### config.mk
export PLATFORM = sky130hd
export DESIGN_NAME = vc_resource_zero_config_regs
export DESIGN_NICKNAME = d
export VERILOG_FILES = /design/src/rtl/vc_resource_zero_config_regs.v
export VERILOG_INCLUDE_DIRS = /design/src /design/src/inc
export SDC_FILE = /design/constraint.sdc
export NUM_CORES = 1
export LEC_CHECK = 0
export BUFFER_PORTS_ARGS = -buffer_cell sky130_fd_sc_hd__buf_4
export CORE_MARGIN = 1
export CORE_UTILIZATION = 49
export CTS_BUF_LIST = sky130_fd_sc_hd__clkbuf_2 sky130_fd_sc_hd__clkbuf_4 sky130_fd_sc_hd__clkbuf_8
export DETAILED_ROUTE_END_ITERATION = 10
export PLACE_DENSITY = 0.84
export REMOVE_ABC_BUFFERS = 1
export SLEW_MARGIN = 20
export SYNTH_ARGS = -nofsm -noshare
export SYNTH_HDL_FRONTEND = slang
export SYNTH_SLANG_ARGS = --single-unit
### constraint.sdc
create_clock -name clk_sys_in -period 4.75 [get_ports clk_sys_in]
set_clock_uncertainty 0.1 [all_clocks]
set_input_delay 0.95 -clock clk_sys_in [delete_from_list [all_inputs] [get_ports clk_sys_in]]
set_output_delay 0.95 -clock clk_sys_in [all_outputs]
set_load 0.01 [all_outputs]
### src/inc/vc_resource_zero_map.vh
`ifndef VC_RESOURCE_ZERO_MAP_VH
`define VC_RESOURCE_ZERO_MAP_VH
`define VCR0_CAPABILITY_OFFSET   12'h0210
`define VCR0_CONTROL_OFFSET      12'h0214
`define VCR0_ADDR_WIDTH          12
`define VCR0_CAPABILITY_INDEX    10'h084
`define VCR0_CONTROL_INDEX       10'h085
`define PARB_CAP_UPSTREAM        8'h03
`define PARB_CAP_DOWNSTREAM      8'h01
`define PARB_TABLE_OFF_UPSTREAM  8'h02
`define PARB_TABLE_OFF_DOWNSTREAM 8'h00
`define TC_MAP_RESET             8'hFF
`define TC_MAP_WRITABLE_MASK     8'hFE
`define TC_MAP_LSB               0
`define TC_MAP_MSB               7
`define ADV_PKT_SWITCH_BIT       14
`define REJECT_SNOOP_BIT         15
`define MAX_TS_LSB               16
`define MAX_TS_MSB               22
`define PARB_TABLE_OFF_LSB       24
`define CHANNEL_ID_LSB           24
`define CHANNEL_ID_MSB           26
`define CHANNEL_ENABLE_BIT       31
`define AXI_RESP_OKAY            2'b00
`define AXI_RESP_SLVERR          2'b10
`endif

### src/rtl/vc_resource_zero_config_regs.v
`timescale 1ns/1ps
`include "vc_resource_zero_map.vh"

// Notes on behaviour
// [RULE1] 8-bit arbitration capability mask, one bit per scheme
// [RULE2] upstream reports 0x3, downstream reports 0x1
// [RULE3] packet switch and snoop reject bits zero
// [RULE4] max time slots field held at zero
// [RULE5] table offset in 16-byte units, upstream two
// [RULE6] downstream ports report table offset zero
// [RULE7] traffic class map resets to all ones
// [RULE8] map bit 0 read-only, bits 1-7 writable
// [RULE9] channel id zero, channel enable one
// [RULE10] read-only and reserved writes ignored, read zero
module vc_resource_zero_config_regs #(
  parameter UPSTREAM = 1
) (
  // clock and reset
  input  wire        clk_sys_in,
  input  wire        resetn_in,
  // write address
  input  wire [11:0] s_axi_awaddr_in,
  input  wire        s_axi_awvalid_in,
  output wire        s_axi_awready_out,
  // write data
  input  wire [31:0] s_axi_wdata_in,
  input  wire [3:0]  s_axi_wstrb_in,
  input  wire        s_axi_wvalid_in,
  output wire        s_axi_wready_out,
  // write response
  output reg  [1:0]  s_axi_bresp_out,
  output reg         s_axi_bvalid_out,
  input  wire        s_axi_bready_in,
  // read address
  input  wire [11:0] s_axi_araddr_in,
  input  wire        s_axi_arvalid_in,
  output wire        s_axi_arready_out,
  // read data
  output reg  [31:0] s_axi_rdata_out,
  output reg  [1:0]  s_axi_rresp_out,
  output reg         s_axi_rvalid_out,
  input  wire        s_axi_rready_in,
  // traffic class map to the port logic
  output wire [7:0]  traffic_class_map_out
);

  ////////////////////////////////////////////////////////////////////////////
  // constant capability fields, fixed by port role

  wire [7:0] port_arb_capability_mask = (UPSTREAM != 0) ? `PARB_CAP_UPSTREAM
                                                        : `PARB_CAP_DOWNSTREAM; // [RULE1] [RULE2]
  wire [7:0] port_arb_table_offset = (UPSTREAM != 0) ? `PARB_TABLE_OFF_UPSTREAM
                                                     : `PARB_TABLE_OFF_DOWNSTREAM; // [RULE5] [RULE6]
  wire       adv_packet_switch_flag = 1'b0; // [RULE3]
  wire       reject_snoop_flag      = 1'b0; // [RULE3]
  wire [6:0] max_time_slots         = 7'h00; // [RULE4]
  wire [2:0] channel_identifier     = 3'h0; // [RULE9]
  wire       channel_enable_bit     = 1'b1; // [RULE9]

  // capability word layout, msb first:
  //   31:24 arbitration table offset, 16-byte units
  //   23    reserved, reads zero
  //   22:16 maximum time slots, not valid here
  //   15    snoop rejection, unsupported on switch ports
  //   14    advanced packet switching, unsupported
  //   13:8  reserved, reads zero
  //   7:0   arbitration scheme mask
  // every field is a constant, so the word costs no flip-flops
  wire [31:0] capability_word = {port_arb_table_offset, 1'b0, max_time_slots,
                                 reject_snoop_flag, adv_packet_switch_flag,
                                 6'h00, port_arb_capability_mask}; // [RULE10]

  // control word layout, msb first:
  //   31    channel enable, hardwired on
  //   30:27 reserved, reads zero
  //   26:24 channel identifier, hardwired zero
  //   23:8  table load and select bits live outside this block, read zero
  //   7:0   traffic class map
  reg  [7:0]  traffic_class_map;
  wire [31:0] control_word = {channel_enable_bit, 4'h0, channel_identifier,
                              16'h0000, traffic_class_map}; // [RULE10]

  assign traffic_class_map_out = traffic_class_map;

  ////////////////////////////////////////////////////////////////////////////
  // write path: address and data latched independently, in either order

  reg        aw_held;
  reg [11:0] aw_addr;
  reg        w_held;
  reg [31:0] w_data;
  reg [3:0]  w_strb;

  assign s_axi_awready_out = !aw_held && !s_axi_bvalid_out;
  assign s_axi_wready_out  = !w_held && !s_axi_bvalid_out;

  wire        aw_now   = aw_held | (s_axi_awvalid_in & s_axi_awready_out);
  wire        w_now    = w_held | (s_axi_wvalid_in & s_axi_wready_out);
  wire [11:0] wr_addr  = aw_held ? aw_addr : s_axi_awaddr_in;
  wire [31:0] wr_data  = w_held ? w_data : s_axi_wdata_in;
  wire [3:0]  wr_strb  = w_held ? w_strb : s_axi_wstrb_in;
  wire        wr_fire  = aw_now & w_now & !s_axi_bvalid_out;
  wire        wr_ctl   = (wr_addr[11:2] == `VCR0_CONTROL_INDEX);
  wire        wr_cap   = (wr_addr[11:2] == `VCR0_CAPABILITY_INDEX);

  // writes to the read-only capability word are accepted and dropped,
  // so software probing it sees no error
  wire [1:0]  wr_resp  = (wr_ctl || wr_cap) ? `AXI_RESP_OKAY : `AXI_RESP_SLVERR; // [RULE10]

  // only the upper seven map bits follow software; bit 0 keeps its value
  wire [7:0]  next_traffic_class_map = (wr_data[7:0] & `TC_MAP_WRITABLE_MASK) |
                                       (traffic_class_map & ~`TC_MAP_WRITABLE_MASK); // [RULE8]

  // address channel: a taken address waits here until its data arrives
  always @(posedge clk_sys_in) begin
    if (!resetn_in) begin
      aw_held <= 1'b0;
      aw_addr <= 12'h000;
    end else if (wr_fire) begin
      aw_held <= 1'b0;
    end else if (s_axi_awvalid_in && s_axi_awready_out) begin
      aw_held <= 1'b1;
      aw_addr <= s_axi_awaddr_in;
    end
  end

  // data channel: taken data waits here until its address arrives
  always @(posedge clk_sys_in) begin
    if (!resetn_in) begin
      w_held <= 1'b0;
      w_data <= 32'h0000_0000;
      w_strb <= 4'h0;
    end else if (wr_fire) begin
      w_held <= 1'b0;
    end else if (s_axi_wvalid_in && s_axi_wready_out) begin
      w_held <= 1'b1;
      w_data <= s_axi_wdata_in;
      w_strb <= s_axi_wstrb_in;
    end
  end

  // write response: wr_fire needs bvalid low, so set and clear never meet
  always @(posedge clk_sys_in) begin
    if (!resetn_in) begin
      s_axi_bvalid_out <= 1'b0;
      s_axi_bresp_out  <= `AXI_RESP_OKAY;
    end else if (wr_fire) begin
      s_axi_bvalid_out <= 1'b1;
      s_axi_bresp_out  <= wr_resp;
    end else if (s_axi_bready_in) begin
      s_axi_bvalid_out <= 1'b0;
    end
  end

  // traffic class map: only byte lane 0 carries it
  always @(posedge clk_sys_in) begin
    if (!resetn_in) begin
      traffic_class_map <= `TC_MAP_RESET; // [RULE7]
    end else if (wr_fire && wr_ctl && wr_strb[0]) begin
      traffic_class_map <= next_traffic_class_map; // [RULE8] [RULE10]
    end
  end

  ////////////////////////////////////////////////////////////////////////////
  // read path: one cycle to data

  assign s_axi_arready_out = !s_axi_rvalid_out;

  reg [31:0] next_rdata;
  reg [1:0]  next_rresp;

  // unmapped words answer an error with zero data rather than stale data
  always @* begin
    next_rdata = 32'h0000_0000;
    next_rresp = `AXI_RESP_OKAY;
    case (s_axi_araddr_in[11:2])
      `VCR0_CAPABILITY_INDEX: next_rdata = capability_word;
      `VCR0_CONTROL_INDEX:    next_rdata = control_word;
      default:                next_rresp = `AXI_RESP_SLVERR; // [RULE10]
    endcase
  end

  // data and response stay put while rvalid waits for rready
  always @(posedge clk_sys_in) begin
    if (!resetn_in) begin
      s_axi_rvalid_out <= 1'b0;
      s_axi_rdata_out  <= 32'h0000_0000;
      s_axi_rresp_out  <= `AXI_RESP_OKAY;
    end else if (s_axi_arvalid_in && s_axi_arready_out) begin
      s_axi_rvalid_out <= 1'b1;
      s_axi_rdata_out  <= next_rdata;
      s_axi_rresp_out  <= next_rresp;
    end else if (s_axi_rready_in) begin
      s_axi_rvalid_out <= 1'b0;
    end
  end

  ////////////////////////////////////////////////////////////////////////////
  // limitations
  //   one write and one read are held at a time; a second request waits
  //   on ready rather than queueing, which keeps the bank to a few flops
  //   address bits 1:0 are ignored, so any byte address in a word hits it
  //   only strobe lane 0 matters, since the upper control bytes are fixed

endmodule

==> results.cfg, run 1 <==
[run_status]
status = complete, no violations

[setup_path]
slowest_stage = or4b_1
cp-start-kind = input port
cpPeakStageDelay_ns = 0.53
critical_path_peak_fanout = 7
path_delay_family = simple AND/OR/NAND/NOR gates
end_kind = flip-flop
critPathKind = input port to flip-flop
path_cells = buf_4 > or4b_1 > o21ai_2 > nand4_4 > mux2_4
cp.required_ns = 4.82
cp_num_buf_inv = 1
critPathArrivalTime_ns = 2.40

[power_and_ir_drop]
p_sw_uw = 170.5
ir_drop_uv = 183.3
p_clk_share_pct = 32.0
power.density_mw_per_mm2 = 280.3
power_frac_seq_pct = 52.6
internal_power_uw = 533.8
swShare_pct = 24.21
leakagePower_uw = 0.001180
p_comb_share_pct = 15.4

[timing]
fin_crit_sh_pct = 49.06
setup_violations = 0
rsz0062_at_grt = false
period_needed_ns = 2.330
setup_tns_ns = 0
worst_pin_slew_ns = 0.6628
drv_slew = 0
fmax_mhz = 429.1
whs_ns = 0.3680
slew_headroom_pct = 55.68
finalHoldViolCount = 0

[floorplan]
start_util_pct = 51.37
io_pins = 116
dieHeight_microns = 66.99
dieArea_sq_mm = 0.004487
die_w_microns = 66.99
placeableCoreArea_sq_mm = 0.004029
std_cell_rows = 23

[drt]
firstDrtPassIters = 4
via_per_inst = 4.755
drt_wl_total_mm = 3.647
wl_per_cell_microns = 11.76
drt_iter0_markers = 31
drc = 0
num_vias = 1474
antenna_left = 0

[global_routing]
grt-ovfl-total = 0
track_usage_pct = 17.62
grt_start_max_net_pins = 48
grt_pass1_wl_mm = 5.830
antenna_found_initial = 0
grt_pass1_vias = 1382

[min_path]
min_path_type = flip-flop to flip-flop

[finish]
syn2layout_area_growth_pct = 21.40
n_antenna_cell = 0
final_nets = 326
drive_above_1_share_pct = 31.15

[clocking]
clk_pin_slew_ns = 0.07
cts_max_path_buffers = 2
cts_setup_buffers = 0
cts_buffers = 5
hold_buffers = 0
cts_tree = yes
root_buffer = clkbuf_8
cts_resized = 0
cts_htree_levels = 2
cts_sinks = 41
insertion_delay_ns = 0.28

[synth]
syn_area_sq_mm = 0.002069
synth.top_cell.area_share_pct = 39.66
netlist_instances = 206
netlist-cell-type-count = 33
ys_warn_count = 0
synth_area_per_cell_sq_um = 10.05
yosysSeqAreaShare_pct = 39.66
synth_area_leaders = dfxtp_1 (40%), mux2i_1 (13%), buf_4 (9.4%)
synth_largest_area_cell = dfxtp_1
synth-seq-cells = 41

[place]
gp_congestion = 0.8144
io_buffers = 58
dp_hpwl_mm = 2.665

[job]
maxCapViolations = 0
placed cells by master, fill, tap and decap left out, types with 3 or more instances in the layout:
cell / instances
or4b_1: 3
dfxtp_1: 41
nand3b_1: 3
o21ai_0: 4
conb_1: 25
nor2_1: 8
nand2b_1: 8
mux2_4: 7
a21oi_1: 4
buf_4: 58
clkbuf_4: 3
nor2b_1: 27
a22oi_1: 7
clkbuf_8: 5
nand2_1: 9
inv_1: 5
mux2i_1: 27
worst min-delay path, delay by kind of cell (launching register included):
kind	cells	cell delay [ns]
DFF	1	0.31
AOI/OAI and AO/OA	1	0.06
and+or+nand+nor	1	0.05
area by class of cell:
class | count | area [sq um]
fill | 370 | 1516
multi-input combinational | 148 | 1084
sequential | 41 | 820.8
timing repair buffer | 58 | 435.4
clock buffer | 8 | 91.34
tap | 50 | 62.56
inverter | 5 | 18.77
cell usage after synthesis, drive strengths merged:
master and number:
dfxtp 41, buf 29, mux2i 27, nor2b 27, nand2 9, nand2b 8, nor2 8, a22oi 7
mux2 7, clkbuf 6, inv 5, o21ai 5, a21oi 4, or4b 4, nand3b 3, conb 2
nor3 2, o22ai 2, a2111oi 1, a21boi 1, a31oi 1, nand4 1, nand4bb 1, nor4 1
o211a 1, o21a 1, o31a 1, or3b 1
power groups by stage:
stage	Combinational [uW]	Clock [uW]	Sequential, uW
final	108	226	370
after detailed placement	109	0	378
after global placement	107	0	378
after global routing	121	251	373
after floorplan	62.4	0	377
after CTS	109	235	370
cell families (layout without fill, tap and decap cells):
| logic type | count (synthesis) | in the layout | synth area share (%) |
|---|---|---|---|
| multiplexers | 34 | 34 | 18.14 |
| AND/OR/NAND/NOR | 65 | 65 | 20.62 |
| buffers and inverters | 40 | 71 | 12.15 |
| flip-flops | 41 | 41 | 39.66 |
| AO/OA/AOI/OAI | 24 | 24 | 9.070 |
| other | 2 | 25 | 0.3629 |
stage by stage:
stage | std cells | setup WS [ns] | util, % | instance area [sq um] | power, uW
3_3_place_gp | 302 | 2.137 | 60.09 | 2421 | 485.3
3_5_place_dp | 302 | 2.121 | 60.09 | 2421 | 487.1
4_1_cts | 310 | 2.414 | 62.36 | 2512 | 714.6
6_report | 310 | 2.420 | 62.36 | 2512 | 704.3
5_1_grt | 310 | 2.378 | 62.36 | 2512 | 744.1
2_1_floorplan | 194 | 2.343 | - | 1923 | 439.1
layer usage:
| layer | vias to the layer above | track usage, % | routed length [microns] |
|---|---|---|---|
| met4 | 0 | 7.979 | 42 |
| met2 | 51 | 31.06 | 1732 |
| met1 | 670 | 18.80 | 1625 |
| met3 | 2 | 5.822 | 247 |
| li1 | 751 | - | - |
| met5 | - | 0 | 0 |
final timing paths:
path	endpoint	cells past startpoint	from	slack, ns
max	traffic_class_map_out[4]$_SDFFE_PN1P_	5	s_axi_awaddr_in[5]	2.42
min	s_axi_rdata_out[1]$_SDFFE_PN0P_	2	s_axi_rdata_out[1]$_SDFFE_PN0P_	0.37
max reg2reg	traffic_class_map_out[4]$_SDFFE_PN1P_	4	w_held$_SDFFE_PP0P_	2.55
min reg2reg	s_axi_rdata_out[1]$_SDFFE_PN0P_	2	s_axi_rdata_out[1]$_SDFFE_PN0P_	0.37
registers in the layout, indices dropped and copies added (netlist names):
name                   flops
traffic_class_map_out      7
w_held                     1
s_axi_rdata_out           10
s_axi_rvalid_out           1
s_axi_bvalid_out           1
s_axi_rresp_out            1
w_data                     7
aw_held                    1
aw_addr                   10
s_axi_bresp_out            1
w_strb                     1
(Power assumes the default switching activity.)
==> run 2: changes to the inputs <==
--- a/config.mk
+++ b/config.mk
@@ -6,12 +6,13 @@
 export SDC_FILE = /design/constraint.sdc
 export NUM_CORES = 1
 export LEC_CHECK = 0
+export ABC_AREA = 1
 export BUFFER_PORTS_ARGS = -buffer_cell sky130_fd_sc_hd__buf_4
 export CORE_MARGIN = 1
-export CORE_UTILIZATION = 49
+export CORE_UTILIZATION = 45
 export CTS_BUF_LIST = sky130_fd_sc_hd__clkbuf_2 sky130_fd_sc_hd__clkbuf_4 sky130_fd_sc_hd__clkbuf_8
 export DETAILED_ROUTE_END_ITERATION = 10
-export PLACE_DENSITY = 0.84
+export PLACE_DENSITY = 0.79
 export REMOVE_ABC_BUFFERS = 1
 export SLEW_MARGIN = 20
 export SYNTH_ARGS = -nofsm -noshare
==> constraint.sdc (replaced) <==
create_clock -name clk_sys_in -period 2.38 [get_ports clk_sys_in]
set_clock_uncertainty 0.1 [all_clocks]
set_input_delay 0.476 -clock clk_sys_in [delete_from_list [all_inputs] [get_ports clk_sys_in]]
set_output_delay 0.476 -clock clk_sys_in [all_outputs]
set_load 0.01 [all_outputs]
==> results.cfg, run 2 <==
[synth]
netlist_instances = 279
syn_area_sq_mm = 0.001977
synth_top_family_by_area = simple AND/OR/NAND/NOR gates
synth_edf_count = 0
ys_warn_count = 0
netlist-cell-type-count = 21
synth-compound-area-share_pct = 15.19
synth-seq-cells = 41
synth.most_common_cell = nand2_1
synth-main-ff-cell = dfxtp_1
synthSimpleGateAreaFrac_pct = 22.85
synth_area_leaders = dfxtp_1 (42%), buf_4 (9.5%), nand2_1 (9.5%)
yosysSeqAreaShare_pct = 41.52
synthAdderAreaFrac_pct = 0
synth_mux_area_share_pct = 0
synth.top_cell.area_share_pct = 41.52
async_flop_share_pct = 0
synth_common_cells = nand2_1 (50), dfxtp_1 (41), inv_1 (36), a21oi_1 (27)
synth_largest_area_cell = dfxtp_1
synthXorXnorAreaFrac_pct = 0
synth_area_per_cell_sq_um = 7.086

[setup_path]
cp-start-kind = flip-flop
critPathArrivalTime_ns = 1.79
end_kind = flip-flop
critPathKind = flip-flop to flip-flop
critical_path_peak_fanout = 11
cp.required_ns = 2.46

[finish]
final_cell_mix = buf_4 (61), nand2_1 (50), dfxtp_1 (41), inv_1 (36), a21oi_1 (27)
syn2layout_area_growth_pct = 22.78
final_util_pct = 58.98
n_antenna_cell = 0
drive_above_1_share_pct = 22.16
top_regs = aw_addr: 10 flops, s_axi_rdata_out: 10 flops
final_nets = 400
final_common_cell = buf_4

[job]
maxCapViolations = 0

[place]
dp_hpwl_mm = 2.873
io_buffers = 58
gp_congestion = 0.7470

[drt]
wl_per_cell_microns = 10.22
drt_wl_total_mm = 3.924
drc = 0
antenna_left = 0
dr_wl_met3_microns = 279
firstDrtPassIters = 4
num_vias = 1790
via_per_inst = 4.661
dr_wl_met2_mm = 1.803
drt_iter0_markers = 106
wl_met1_mm = 1.767
top_layer = met4

[global_routing]
antenna_found_initial = 0
grt_start_max_net_pins = 31
grt-ovfl-total = 0
grt_pass1_wl_mm = 6.403
grt_pass1_vias = 1527
track_usage_pct = 18.44

[clocking]
cts_buffers = 5
insertion_delay_ns = 0.30
clk_pin_slew_ns = 0.08
cts_setup_buffers = 0
cts_max_path_buffers = 2
cts_resized = 0
root_buffer = clkbuf_8
cts_tree = yes
cts_htree_levels = 2
cts_sinks = 41
hold_buffers = 0

[min_path]
min_path_type = flip-flop to flip-flop

[floorplan]
dieHeight_microns = 68.28
placeableCoreArea_sq_mm = 0.004115
start_util_pct = 48.04
dieArea_sq_mm = 0.004662
std_cell_rows = 23
die_w_microns = 68.28
io_pins = 116

[timing]
fin_crit_sh_pct = 71.84
worst_pin_slew_ns = 0.4985
period_needed_ns = 1.710
rsz0062_at_grt = false
drv_slew = 0
fmax_mhz = 584.8
setup_violations = 0
finalHoldViolCount = 0
slew_headroom_pct = 66.65
setup_tns_ns = 0

[power_and_ir_drop]
leakagePower_uw = 0.001178
ir_drop_uv = 496.0
power.density_mw_per_mm2 = 664.3

[run_status]
status = complete, no violations
## run 2: cell types whose count changed after synthesis, moves of 7 or more
cell / previous run / this run
mux2_4: 7 / 0
nand2_1: 9 / 50
nor2b_1: 27 / 0
a21oi_1: 4 / 27
nand4_1: 0 / 8
o21ai_0: 4 / 25
mux2i_1: 27 / 0
nand3_1: 0 / 25
nand2b_1: 8 / 0
inv_1: 5 / 36
nor2_1: 8 / 17
a22oi_1: 7 / 0
## run 2: area by class of cell
class | count | area (sq um)
repair buffers | 61 | 457.9
inverters | 37 | 138.9
flip-flops and latches | 41 | 820.8
clock inverters | 1 | 5.005
clock buffers | 7 | 96.34
well taps | 50 | 62.56
multi-input cells | 187 | 845.8
fillers | 402 | 1688
## run 2: critical path: stages (launching register included)
cell     delay, ns
dfxtp_1       0.52
inv_2         0.10
o21ai_1       0.13
nand2_1       0.07
nor2_1        0.08
buf_4         0.17
nand3_1       0.22
nand2_1       0.13
nand3_1       0.07
## run 2: layer usage
metal,global-route usage [%],up-vias
li1,-,950
met1,21.13,769
met2,31.74,63
met3,5.167,8
met4,7.813,0
met5,0,-
## run 2: logic make-up (layout without fill, tap and decap cells)
logic type | count (synthesis) | after routing
AOI/OAI and AO/OA | 58 | 58
and+or+nand+nor | 104 | 104
DFF | 41 | 41
buffers and inverters | 74 | 106
other | 2 | 25
## run 2: worst paths after layout
check,start,endpoint,slack (ns),cells past startpoint
setup reg to reg,aw_held$_SDFFE_PP0P_,traffic_class_map_out[1]$_SDFFE_PN1P_,0.67,8
hold reg to reg,aw_addr[7]$_SDFFE_PN0P_,aw_addr[7]$_SDFFE_PN0P_,0.35,2
setup / recovery,aw_held$_SDFFE_PP0P_,traffic_class_map_out[1]$_SDFFE_PN1P_,0.67,8
hold / removal,aw_addr[7]$_SDFFE_PN0P_,aw_addr[7]$_SDFFE_PN0P_,0.35,2
## run 2: per-stage QoR
| stage | hold WS, ns | cell area (sq um) | total power [uW] | instances | worst slack (ns) |
|---|---|---|---|---|---|
| floorplan | 0.3214 | 1805 | 988.8 | 265 | 0.6025 |
| global placement | 0.3301 | 2326 | 1123 | 376 | 0.6613 |
| detailed placement | 0.3353 | 2326 | 1132 | 376 | 0.6464 |
| CTS | 0.3483 | 2427 | 1625 | 384 | 0.6510 |
| global route | 0.3678 | 2427 | 1706 | 384 | 0.4526 |
| finish | 0.3456 | 2427 | 1612 | 384 | 0.6701 |
## run 2: power by group
part	internal [uW]	total, uW	switching [uW]
registers	747	782	34.5
clock network	262	495	233
logic	135	336	201
total	1140	1610	468
